`src/dsb_pkg.sv`:
```
// package for the software key and boost control register decode
// assumes a 50 MHz system clock standing in for the internal oscillator
package dsb_pkg;
  // ----------------------------------------
  // payload decode
  // ----------------------------------------
  localparam logic [2:0] SEL_SOFTWARE = 3'h4;
  localparam logic [2:0] SEL_BOOST = 3'h3;
  localparam int SEL_HI = 15;
  localparam int SEL_LO = 13;
  localparam int PEC_BIT = 12;
  localparam int KEY_HI = 11;
  localparam logic [11:0] KEY_RESET = 12'h555;
  localparam logic [11:0] KEY_SERVICE = 12'h195;
  localparam int COMP_BIT = 6;
  localparam int SKEW_HI = 5;
  localparam int SKEW_LO = 4;
  localparam int RATE_HI = 3;
  localparam int RATE_LO = 2;
  localparam int CEIL_HI = 1;
  // ----------------------------------------
  // codes and reset values
  // ----------------------------------------
  localparam logic [1:0] RATE_250K = 2'h0;
  localparam logic [1:0] RATE_410K = 2'h1;
  localparam logic [1:0] RATE_650K = 2'h2;
  localparam logic [1:0] RATE_RSVD = 2'h3;
  localparam logic [1:0] SKEW_SAME = 2'h0;
  localparam logic [1:0] SKEW_AB_CD = 2'h1;
  localparam logic [1:0] SKEW_AC_BD = 2'h2;
  localparam logic [1:0] SKEW_QUAD = 2'h3;
  localparam logic RST_COMP = 1'b0;
  localparam logic [1:0] RST_SKEW = SKEW_SAME;
  localparam logic [1:0] RST_RATE = RATE_410K;
  localparam logic [1:0] RST_CEIL = 2'h0;
  // ----------------------------------------
  // timing
  // ----------------------------------------
  localparam int CLK_HZ = 50_000_000;
  localparam int F250_HZ = 250_000;
  localparam int F410_HZ = 410_000;
  localparam int F650_HZ = 650_000;
  // quarter period of the switching clock (one phase step), in clock cycles (rounded down)
  localparam int DIV250 = CLK_HZ / (F250_HZ * 4);
  localparam int DIV410 = CLK_HZ / (F410_HZ * 4);
  localparam int DIV650 = CLK_HZ / (F650_HZ * 4);
  localparam int DIV_W = 8;
  localparam int WDOG_W = 32;
endpackage

```
`src/dsb_ctrl.sv`:
```
// software key register and boost converter control register decode
// assumes the serial front end hands over one 16-bit payload per strobe,
// synchronous to clock_i; watchdog enable and timeout come from elsewhere
// the switching clocks are divided from clock_i, so rates are approximate
`timescale 1ns/100ps
module dsb_ctrl #(
  parameter logic [31:0] WDOG_DEF = 32'h0001_0000
) (
  input wire logic clock_i,
  input wire logic rst_n_i,
  input wire logic wr_stb_i,
  input wire logic [15:0] wr_data_i,
  input wire logic wdog_en_i,
  input wire logic [31:0] wdog_limit_i,
  output logic packet_check_on_o,
  output logic soft_reset_o,
  output logic alert_o,
  output logic boost_comp_select_o,
  output logic [1:0] boost_clock_skew_sel_o,
  output logic [1:0] boost_switch_rate_sel_o,
  output logic [1:0] boost_ceiling_sel_o,
  output logic [3:0] boost_clk_o,
  output logic [15:0] boost_rd_o
);
  // ----------------------------------------
  // state
  // ----------------------------------------
  typedef struct packed {
    logic pec;
    logic srst;
    logic alert;
    logic comp;
    logic [1:0] skew;
    logic [1:0] rate;
    logic [1:0] ceil;
    logic [31:0] wdog;
    logic [7:0] div;
    logic [1:0] phase;
    logic [3:0] clk;
  } dsb_state_t;

  dsb_state_t st_r;
  dsb_state_t st_nxt;

  function automatic logic [7:0] div_of(input logic [1:0] rate);
    case (rate)
      dsb_pkg::RATE_250K: div_of = 8'(dsb_pkg::DIV250 - 1);
      dsb_pkg::RATE_650K: div_of = 8'(dsb_pkg::DIV650 - 1);
      default: div_of = 8'(dsb_pkg::DIV410 - 1);
    endcase
  endfunction

  // per-channel clock from a four-step phase; quad step 0..3 is 90 degrees
  function automatic logic [3:0] clk_of(input logic [1:0] skew,
                                        input logic [1:0] ph);
    logic h;
    h = ph[1];
    case (skew)
      dsb_pkg::SKEW_SAME: clk_of = {h, h, h, h};
      dsb_pkg::SKEW_AB_CD: clk_of = {~h, ~h, h, h};
      dsb_pkg::SKEW_AC_BD: clk_of = {~h, h, ~h, h};
      default: clk_of = {ph == 2'h1 || ph == 2'h2, ph[1],
                         ph == 2'h3 || ph == 2'h0, ~ph[1]};
    endcase
  endfunction

  logic [2:0] sel;
  logic [11:0] key;
  logic sw_wr;
  logic bst_wr;
  assign sel = wr_data_i[dsb_pkg::SEL_HI:dsb_pkg::SEL_LO];
  assign key = wr_data_i[dsb_pkg::KEY_HI:0];
  assign sw_wr = wr_stb_i && sel == dsb_pkg::SEL_SOFTWARE;
  assign bst_wr = wr_stb_i && sel == dsb_pkg::SEL_BOOST;

  // ----------------------------------------
  // next state
  // ----------------------------------------
  always_comb begin
    st_nxt = st_r;
    st_nxt.srst = 1'b0;
    if (sw_wr) begin
      st_nxt.pec = wr_data_i[dsb_pkg::PEC_BIT];
    end
    if (bst_wr) begin
      // bits 12..7 are don't care and never read
      st_nxt.comp = wr_data_i[dsb_pkg::COMP_BIT];
      st_nxt.skew = wr_data_i[dsb_pkg::SKEW_HI:dsb_pkg::SKEW_LO];
      st_nxt.ceil = wr_data_i[dsb_pkg::CEIL_HI:0];
      if (wr_data_i[dsb_pkg::RATE_HI:dsb_pkg::RATE_LO]
          != dsb_pkg::RATE_RSVD) begin
        st_nxt.rate = wr_data_i[dsb_pkg::RATE_HI:dsb_pkg::RATE_LO];
      end
    end
    // watchdog: host must service it in time
    if (!wdog_en_i) begin
      st_nxt.wdog = '0;
      st_nxt.alert = 1'b0;
    end else if (sw_wr && key == dsb_pkg::KEY_SERVICE) begin
      st_nxt.wdog = '0;
    end else if (st_r.wdog >= wdog_limit_i) begin
      st_nxt.alert = 1'b1;
    end else begin
      st_nxt.wdog = st_r.wdog + 32'h1;
    end
    // four-phase switching tick
    if (st_r.div == 8'h0) begin
      st_nxt.div = div_of(st_r.rate);
      st_nxt.phase = st_r.phase + 2'h1;
    end else begin
      st_nxt.div = st_r.div - 8'h1;
    end
    st_nxt.clk = clk_of(st_r.skew, st_r.phase);
    if (sw_wr && key == dsb_pkg::KEY_RESET) begin
      // full reset: all state back to defaults, pulse out to the device
      st_nxt = '0;
      st_nxt.comp = dsb_pkg::RST_COMP;
      st_nxt.skew = dsb_pkg::RST_SKEW;
      st_nxt.rate = dsb_pkg::RST_RATE;
      st_nxt.ceil = dsb_pkg::RST_CEIL;
      st_nxt.srst = 1'b1;
    end
  end

  // ----------------------------------------
  // registers
  // ----------------------------------------
  always_ff @(posedge clock_i or negedge rst_n_i) begin
    if (!rst_n_i) begin
      st_r <= '0;
      st_r.comp <= dsb_pkg::RST_COMP;
      st_r.skew <= dsb_pkg::RST_SKEW;
      st_r.rate <= dsb_pkg::RST_RATE;
      st_r.ceil <= dsb_pkg::RST_CEIL;
    end else begin
      st_r <= st_nxt;
    end
  end

  assign packet_check_on_o = st_r.pec;
  assign soft_reset_o = st_r.srst;
  assign alert_o = st_r.alert;
  assign boost_comp_select_o = st_r.comp;
  assign boost_clock_skew_sel_o = st_r.skew;
  assign boost_switch_rate_sel_o = st_r.rate;
  assign boost_ceiling_sel_o = st_r.ceil;
  assign boost_clk_o = st_r.clk;
  // slew control is per channel in another block
  assign boost_rd_o = {dsb_pkg::SEL_BOOST, 6'h00, st_r.comp, st_r.skew,
                       st_r.rate, st_r.ceil};

  // a reset key write throws every field and clock back to defaults, so
  // checks that expect a field or a clock to carry on must exclude it
  logic key_rst_wr;
  assign key_rst_wr = sw_wr && key == dsb_pkg::KEY_RESET;
endmodule

```
`config.mk`:
```
export PLATFORM = sky130hd
export DESIGN_NAME = dsb_ctrl
export DESIGN_NICKNAME = d
export VERILOG_FILES = /design/src/dsb_pkg.sv /design/src/dsb_ctrl.sv
export SDC_FILE = /design/constraint.sdc
export NUM_CORES = 1
export LEC_CHECK = 0
export ABC_CLOCK_PERIOD_IN_PS = 7700
export BUFFER_PORTS_ARGS = -buffer_cell sky130_fd_sc_hd__buf_2
export CORE_MARGIN = 4
export CORE_UTILIZATION = 40
export DETAILED_ROUTE_END_ITERATION = 8
export PLACE_DENSITY = 0.72
export REMOVE_ABC_BUFFERS = 1
export SETUP_SLACK_MARGIN = 0.5
export SYNTH_ARGS = -nofsm -noshare
export SYNTH_HDL_FRONTEND = slang
export SYNTH_SLANG_ARGS = --single-unit
export TNS_END_PERCENT = 20
```
`constraint.sdc`:
```
create_clock -name clock_i -period 7.7 [get_ports clock_i]
set_input_delay 0.385 -clock clock_i [delete_from_list [all_inputs] [get_ports clock_i]]
set_output_delay 0.385 -clock clock_i [all_outputs]
set_load 0.01 [all_outputs]
```
**Word-level counts from Yosys, hierarchy flattened**

Cells that the tools add are included.

- Input port bits: 52
- Register bits: 56
- Logic and storage cells: 60

- $add $sub $neg: 3
- Magnitude comparators: 1
- Multiplexer cells: 14
- Bitwise logic cells: 1
- Reductions and logical operators: 16
- Eq/ne operators: 14

Operators with widths:

| operator | count |
|---|---|
| 2-to-1 mux 32 bit | 3 |
| 2-to-1 mux 56 bit | 1 |
| adder 32 x 1 -> 32 bit, second input constant | 1 |
| greater-or-equal comparator 32 bit | 1 |
| == test 12 x 11 -> 1 bit, second input constant | 1 |
| == test 12 x 9 -> 1 bit, second input constant | 1 |
| case mux 4 bit (3 select lines) | 1 |
| case mux 6 bit (2 select lines) | 1 |
| == test 2 bit, second input constant | 4 |
| logical NOT 8 bit | 1 |
| 2-to-1 mux 8 bit | 1 |
| nonzero test 2 bit | 4 |
| subtractor 8 x 1 -> 8 bit, second input constant | 1 |
| 2-to-1 mux 7 bit | 1 |
| logical NOT 2 bit | 3 |
| == test 2 x 1 -> 1 bit, second input constant | 2 |
| logical AND 1 bit | 4 |
| 2-to-1 mux 1 bit | 4 |
| 2-to-1 mux 2 bit | 2 |
| inequality test 4 bit, second input constant | 1 |
| AND reduction 2 bit | 2 |
| == test 3 x 2 -> 1 bit, second input constant | 1 |
| == test 3 bit, second input constant | 1 |
| inequality test 3 x 1 -> 1 bit, second input constant | 1 |
| 5 further kinds | 6 |

**Longest topological paths before layout**

Gate-level depths: netlist of the first run.

- Depth after elaboration: 6
- Depth in mapped cells: 11
- Depth with buffers taken out: 8

**Least setup slack after synthesis of the first run**

Ideal clock, no wire load.

- Kind: flip-flop to flip-flop
- Start: register st_r[14] (netlist bit)
- End: register st_r[18] (netlist bit)
- Path buffers: 1
- Cell stages (with the launch flop): 10
- Data arrival time: 2.534 ns
- Data required time: 7.622 ns
- Path slack: 5.088 ns
- Period minus slack after synthesis: 2.612 ns
- Cell sequence: dfrtp_1 inv_1 ha_1 nand2b_1 a2111oi_0 nor4b_1 o31a_2 clkbuf_1 or4_2 a21oi_1

- Cells in the longest elaborated chain, start to end: 5
- Elaborated cells between the ends (all ways): 7
- Classes of those cells: 1 x add/sub; 1 x order compare; 1 x eq/ne; 4 x mux

RTL lines:

| item | RTL line | RTL |
|---|---|---|
| from (decl) | dsb_ctrl.sv:42 | `dsb_state_t st_r;` |
| from (signal assigned) | dsb_ctrl.sv:136 | `st_r <= st_nxt;` |
| adder 32 x 1 -> 32 bit | dsb_ctrl.sv:104 | `st_nxt.wdog = st_r.wdog + 32'h1;` |
| 2-to-1 mux 32 bit | dsb_ctrl.sv:101 | `end else if (st_r.wdog >= wdog_limit_i) begin` |
| 2-to-1 mux 32 bit | dsb_ctrl.sv:99 | `end else if (sw_wr && key == dsb_pkg::KEY_SERVICE) begin` |
| 2-to-1 mux 32 bit | dsb_ctrl.sv:96 | `if (!wdog_en_i) begin` |
| 2-to-1 mux 56 bit | dsb_ctrl.sv:114 | `if (sw_wr && key == dsb_pkg::KEY_RESET) begin` |

Parallel ways exist; a longest one is shown, timed or not. The select of a mux whose other input is x is not followed.
A chain may end at the register's enable or synchronous reset.

**Worst setup path after layout of the first run**

Same ends and word-level chain as after synthesis.

==> results of run 1 <==
==> critical path: stages, from the launching register on <==
cell and delay (ns):
dfrtp_1 0.41, inv_1 0.09, ha_1 0.27, nand2b_1 0.14, a2111oi_0 0.43, nor4b_1 0.14
o31a_2 0.62, or4_2 0.74, a21oi_1 0.16
==> cells in the final DEF (no fill, tap or decap), drive strengths merged, types with 2 or more instances in the layout <==
| cell type | netlist | layout |
|---|---|---|
| clkbuf | 11 | 6 |
| o31a | 2 | 2 |
| and2 | 2 | 2 |
| inv | 43 | 43 |
| buf | 33 | 74 |
| xnor2 | 7 | 7 |
| nand4bb | 2 | 2 |
| nor2b | 2 | 2 |
| and3 | 4 | 4 |
| nand2 | 40 | 40 |
| nor4 | 3 | 3 |
| ha | 34 | 34 |
| o21a | 5 | 5 |
| xor2 | 2 | 2 |
| or4 | 27 | 27 |
| or3 | 9 | 9 |
| mux2i | 4 | 4 |
| or4b | 2 | 2 |
| nand2b | 6 | 6 |
| nand4 | 12 | 12 |
| nand3 | 18 | 18 |
| nor3b | 3 | 3 |
| o21ai | 17 | 17 |
| nor3 | 10 | 10 |
| dfrtp | 55 | 55 |
| nor2 | 28 | 28 |
| o31ai | 23 | 23 |
| conb | 2 | 9 |
| a21oi | 45 | 45 |
| o22a | 3 | 3 |
==> state kept, by name, indices dropped and copies added, names as in the netlist <==
| register | flops |
|---|---|
| soft_reset_o | 1 |
| packet_check_on_o | 1 |
| boost_switch_rate_sel_o | 2 |
| boost_clock_skew_sel_o | 2 |
| st_r | 42 |
| boost_clk_o | 4 |
| boost_comp_select_o | 1 |
| alert_o | 1 |
| boost_ceiling_sel_o | 2 |
==> per-layer routing <==
layer	vias to the layer above	wire [µm]	track usage
li1	1753	-	-
met1	1665	3868	0.1957
met2	112	4392	0.2696
met3	12	596	0.03375
met4	4	117	0.04509
met5	-	23	0
==> worst min path at each step <==
stage	slack, ns	cells past startpoint	from	to
after floorplan	0.09	0	rst_n_i	alert_o
after global placement	0.48	1	st_r[6]	st_r[6]
after detailed placement	0.49	2	packet_check_on_o	packet_check_on_o
after CTS	0.23	2	rst_n_i	boost_clk_o[3]
after global routing	0.27	2	rst_n_i	boost_ceiling_sel_o[1]
final	0.20	2	rst_n_i	boost_clk_o[2]
==> cell families after synthesis <==
kind of cell / after synthesis / share of synthesized area
simple gates: 174 / 0.2411
compound gates: 105 / 0.1610
buf+inv: 87 / 0.1135
flops: 56 / 0.3457
fa+ha+maj: 34 / 0.1048
xor+xnor: 9 / 0.01943
mux: 5 / 0.01264
other cells: 2 / 0.001851
==> metrics by stage <==
stage               hold WS [ns]  power [mW]  instance area (µm²)
floorplan                0.08941      0.4071                 3785
global placement          0.4832      0.4590                 4327
detailed placement        0.4870      0.4635                 4327
CTS                       0.2257      0.6679                 4448
global route              0.2683      0.6995                 4448
finish                    0.2010      0.6620                 4448
==> cell type report <==
cell class | count | share of cell area
repair buffers | 74 | 0.08439
well taps | 133 | 0.03741
inverters | 43 | 0.03629
multi-input cells | 336 | 0.4993
clock buffers | 6 | 0.01857
flip-flops and latches | 56 | 0.3153
clock inverters | 2 | 0.008720
==> power by group through the flow <==
stage          logic [mW]  registers [mW]  clock network, mW
6_report            0.115           0.342              0.205
5_1_grt             0.131           0.346              0.222
4_1_cts             0.116           0.342              0.209
3_5_place_dp        0.116           0.347                  0
3_3_place_gp        0.112           0.347                  0
2_1_floorplan      0.0537           0.353                  0
==> metrics.md, run 1 <==
| Metric | Value |
|---|---|
| Status | `completed` |
| Largest cells by area after synthesis | `dfrtp_1, ha_1, a21oi_1` |
| Most area-hungry cell type in the Yosys netlist | `dfrtp_1` |
| Max Cap Viol | `0` |
| Largest net degree at the start of global routing | `59` |
| Critical path launch point | `st_r[14]` |
| Hold_buf cts | `0` |
| Avg Vias per Cell | `5.455` |
| Post-Syn Area | `4058 µm²` |
| Setup-failing EPs final | `0` |
| Ant. Diodes | `0` |
| CP Capture Point | `st_r[18]` |
| IO buf count | `72` |
| Net Switching | `0.1842 mW` |
| Clock Sinks | `56` |
| Core Area | `9819 µm²` |
| R2R setup slack | `4.61 ns` |
| Routability cong. | `0.8013` |
| DR pass1 iterations | `4` |
| Sequential share of power | `0.517` |
| Crit Path Max Fanout | `58` |
| Worst Hold Class | `input port to async pin` |
| Global-route wire length before repair | `15210 µm` |
| Share of the synthesized area in the top cell type | `0.3392` |
| Reg2reg start | `st_r[14]` |
| Worst Tran Pin Value | `1.231 ns` |
| Relative slew slack | `0.1792` |
| IO Pins | `82` |
| Final Util | `0.4530` |
| Yosys cell types | `60` |
| Syn_area_per_cell | `8.597 µm²` |
| Setup bufs post-CTS | `0` |
| Routed vias | `3546` |
| Final #Nets | `602` |
| Layout area overhead | `9.621%` |
| Chip Height | `108.7 µm` |
| Max Clk Rate | `323.9 MHz` |
| Clk network pwr share | `0.310` |
| Starting Density | `0.4132` |
| FFs w/ async S/R, synth | `1.000` |
| Slew Limit Fails | `0` |
| Vias in the first global route | `3420` |
| Post-DP HPWL | `6720 µm` |
| Clk root buf | `clkbuf_8` |
| Leak Pwr | `2.033 nW` |
| CP startpoint kind | `flip-flop` |
| CTS clk-pin slew, worst paths | `0.11 ns` |
| Pre-CTS WS | `4.268 ns` |
| Cell Rows | `36` |
| Post-Synthesis Cells | `472` |
| Number of synthesized flops with an enable pin | `0` |
| CP endpoint kind | `flip-flop` |
| Initial antenna violation count | `2` |
| Final instance count without filler cells | `650` |
| Cell Int Power | `0.4778 mW` |
| Die width | `108.7 µm` |
| Drt wl/cell | `13.84 µm` |
| Most frequent cells after synthesis | `dfrtp_1, a21oi_1, inv_1, nand2_1, ha_1` |
| Period utilization | `0.4009` |
| TritonCTS clock tree | `done` |
| Seq. cell area | `1403 µm²` |
| Worst-skew pair later-pin latency | `0.31 ns` |
| Cts bufs inserted | `5` |
| Worst r2r path cells | `8` |
| Max IR drop VDD | `0.00009678 V` |
| Unrepaired setup endpoints after global routing | `false` |
| Worst-case clock buffer depth | `2` |
| WS Path Type | `flip-flop to flip-flop` |
| Arrival time at the worst endpoint | `3.32 ns` |
| CTS H-tree lvls | `2` |
| Post-synth top flop | `dfrtp_1` |
| Total gr overflow | `0` |
| Layout cells sized above 1 | `0.1876` |
| Area of the multi-input gates | `2221 µm²` |
| Post-synthesis sequential area ratio | `0.3457` |
| Final hold viol count | `0` |
| Post-DRT Antenna Nets | `0` |
| Tmin final | `3.087 ns` |
| Synthesized flop and latch total | `56` |
| Top-count cell post-synth | `dfrtp_1` |
| Power Density | `148.8 nW/µm²` |
| RR Endpoint | `st_r[18]` |
| Worst Path Required | `7.93 ns` |
| Synthesis Warnings | `0` |
| DRT Wirelength | `8998 µm` |
| Total track usage | `0.1560` |
| Setup WS post-layout | `4.613 ns` |
| Area of the die | `11820 µm²` |
| Clk_skew | `0.007382 ns` |
| Number of fill cells | `998` |
| Post-CTS Resized | `0` |
| Comb power frac | `0.173` |
| Setup tns final | `0 ns` |
| Initial DRC Count | `164` |
| Sw Share | `0.2782` |
| DRC Markers | `0` |
| Cell Count Post-Placement | `642` |
(Power assumes the default switching activity.)
==> run 2: changes to the inputs <==
ABC_CLOCK_PERIOD_IN_PS = 2750   (was 7700)
PLACE_DENSITY = 0.75   (was 0.72)
clock period = 2.75 ns   (was 7.7 ns; I/O delays follow)
==> run 2 against run 1 <==
  * First-iteration DRC count up 59%
  * Clock skew down 0.0018 ns
  * Design area up 15%
  * Fmax up 15%
  * Final cell count up 6.3%
  * Worst hold slack worse by 0.16 ns
  * Global-route usage up 2.9 points
  * Wire length up 23%
==> metrics.md, run 2 (synthesis gave the netlist of run 1 again) <==
| Metric | Value |
|---|---|
| Status | `completed` |
| DRC Markers | `0` |
| CP startpoint kind | `flip-flop` |
| Cell Count Post-Placement | `656` |
| Worst hold path depth | `3` |
| Critical path launch point | `st_r[14]` |
| Area of the multi-input gates | `2487 µm²` |
| Power Density | `350.6 nW/µm²` |
| CP endpoint kind | `flip-flop` |
| Final Instance Area | `5116 µm²` |
| Worst Path Required | `3.00 ns` |
| Clock Sinks | `56` |
| Routed vias | `3873` |
| Arrival time at the worst endpoint | `2.93 ns` |
| Layout cells sized above 1 | `0.3118` |
| Avg Vias per Cell | `5.605` |
| Critical-path top delay cell | `or4_1` |
| Pre-CTS WS | `-0.03924 ns` |
| Most frequent cells in the layout | `buf_2, dfrtp_1, inv_1` |
| Post-DRT Antenna Nets | `0` |
| Critical path buffers and inverters | `2` |
| Final instance count without filler cells | `691` |
| Period utilization | `0.9735` |
| TritonCTS clock tree | `done` |
| Slew Limit Fails | `0` |
| Clk root buf | `clkbuf_8` |
| CP cell instances | `inv_2 -> ha_4 -> nand2b_4 -> a2111oi_4 -> nor4b_4 -> o31a_4 -> buf_12 -> or4_1 -> a21oi_2` |
| Area after DPL | `4482 µm²` |
| Routability cong. | `0.8974` |
| CTS H-tree lvls | `2` |
| Setup WS post-layout | `0.07290 ns` |
| Cell Rows | `36` |
| DR pass1 iterations | `5` |
| Tmin final | `2.677 ns` |
| Drt wl/cell | `15.97 µm` |
| Initial DRC Count | `261` |
| Final #Nets | `643` |
| Area of the die | `11820 µm²` |
| Power after layout | `1.794 mW` |
| Worst r2r path cells | `9` |
| Seq. cell area | `1405 µm²` |
| Worst path max stage delay | `0.56 ns` |
| Initial antenna violation count | `1` |
| Die width | `108.7 µm` |
| Total gr overflow | `0` |
| Ant. Diodes | `0` |
| Cts bufs inserted | `5` |
| Unrepaired setup endpoints after global routing | `true` |
| Total track usage | `0.1846` |
| Worst-skew pair later-pin latency | `0.32 ns` |
| Worst-case clock buffer depth | `2` |
| Worst Hold Class | `input port to flip-flop` |
| Number of fill cells | `911` |
| Max IR drop VDD | `0.0003645 V` |
| Clk_skew | `0.005609 ns` |
| Starting Density | `0.4132` |
| Vias in the first global route | `3832` |
| Core Area | `9819 µm²` |
| Layout area overhead | `26.09%` |
| WS Path Type | `flip-flop to flip-flop` |
| Crit Path Max Fanout | `8` |
| Max FFs per register | `42` |
| Final Util | `0.5210` |
| Reg2reg start | `st_r[14]` |
| Chip Height | `108.7 µm` |
| Worst Tran Pin Value | `0.7531 ns` |
| Max Cap Viol | `0` |
| Max Clk Rate | `373.5 MHz` |
| Leak Pwr | `2.319 nW` |
| Most common cell after layout, fill and taps aside | `buf_2` |
| Final hold viol count | `0` |
| Relative slew slack | `0.4979` |
| Setup-failing EPs final | `0` |
| DRT Wirelength | `11030 µm` |
| Setup tns final | `0 ns` |
| R2R setup slack | `0.07 ns` |
| Hold Slack | `0.04141 ns` |
| Global-route wire length before repair | `17670 µm` |
| Largest delay contributor family on the critical path | `compound AO/OA/AOI/OAI gates` |
| CTS clk-pin slew, worst paths | `0.10 ns` |
| Hold endpoint | `boost_clock_skew_sel_o[0]` |
| Post-DP HPWL | `7267 µm` |
| IO buf count | `72` |
| Largest net degree at the start of global routing | `34` |
| IO Pins | `82` |
| RR Endpoint | `st_r[44]` |
| Reg with most FFs | `st_r` |
| Worst Hold Launch | `wr_data_i[4]` |
run 2: cell types whose count changed in the layout (fill, tap and decap cells not counted), moves of 4 or more:
cell	before	now
or4_1	25	19
o31ai_1	23	19
buf_12	0	5
buf_4	2	31
a21oi_2	0	15
a21oi_1	45	30
or4_4	0	6
run 2: layer usage:
metal  track usage  vias up  part of all wire
li1              -     1833                 -
met1        0.2309     1834              0.40
met2        0.3213      179              0.51
met3       0.03316       25             0.067
met4       0.06132        2             0.019
met5             0        -            0.0017
run 2: timing repair:
action,CTS,global route
setup buffers,18,3
gates cloned,4,1
setup endpoints to repair,33,33
pin swaps,14,20
gates resized for setup,25,30
hold buffers,1,0
endpoints found under the hold margin,30,0
run 2: how the worst max path moves through the flow:
stage,endpoint,depth (start not counted),slack (ns)
after floorplan,st_r[18],8,0.01
after global placement,st_r[35],9,0.09
after detailed placement,st_r[45],9,-0.04
after CTS,st_r[32],6,0.19
after global routing,st_r[39],9,0.01
final,st_r[44],9,0.07
run 2: final cells by class:
type	instances	share of cell area
clock buffers	5	0.01345
repair buffers	113	0.1573
inverters	43	0.03155
multi-input cells	338	0.4862
flip-flops and latches	56	0.2746
clock inverters	3	0.004402
well taps	133	0.03253
run 2: report_power, final:
group,switching (mW),internal (mW),leakage (nW)
Sequential,0.0640,0.894,0.721
Combinational,0.198,0.168,1.55
Clock,0.286,0.183,0.0485
run 2: worst reg2reg max path: stages, from the launching register on:
cell	delay [ns]
dfrtp_1	0.41
inv_2	0.08
ha_4	0.20
nand2b_4	0.14
a2111oi_4	0.41
nor4b_4	0.12
o31a_4	0.38
buf_12	0.17
or4_1	0.56
a21oi_2	0.15
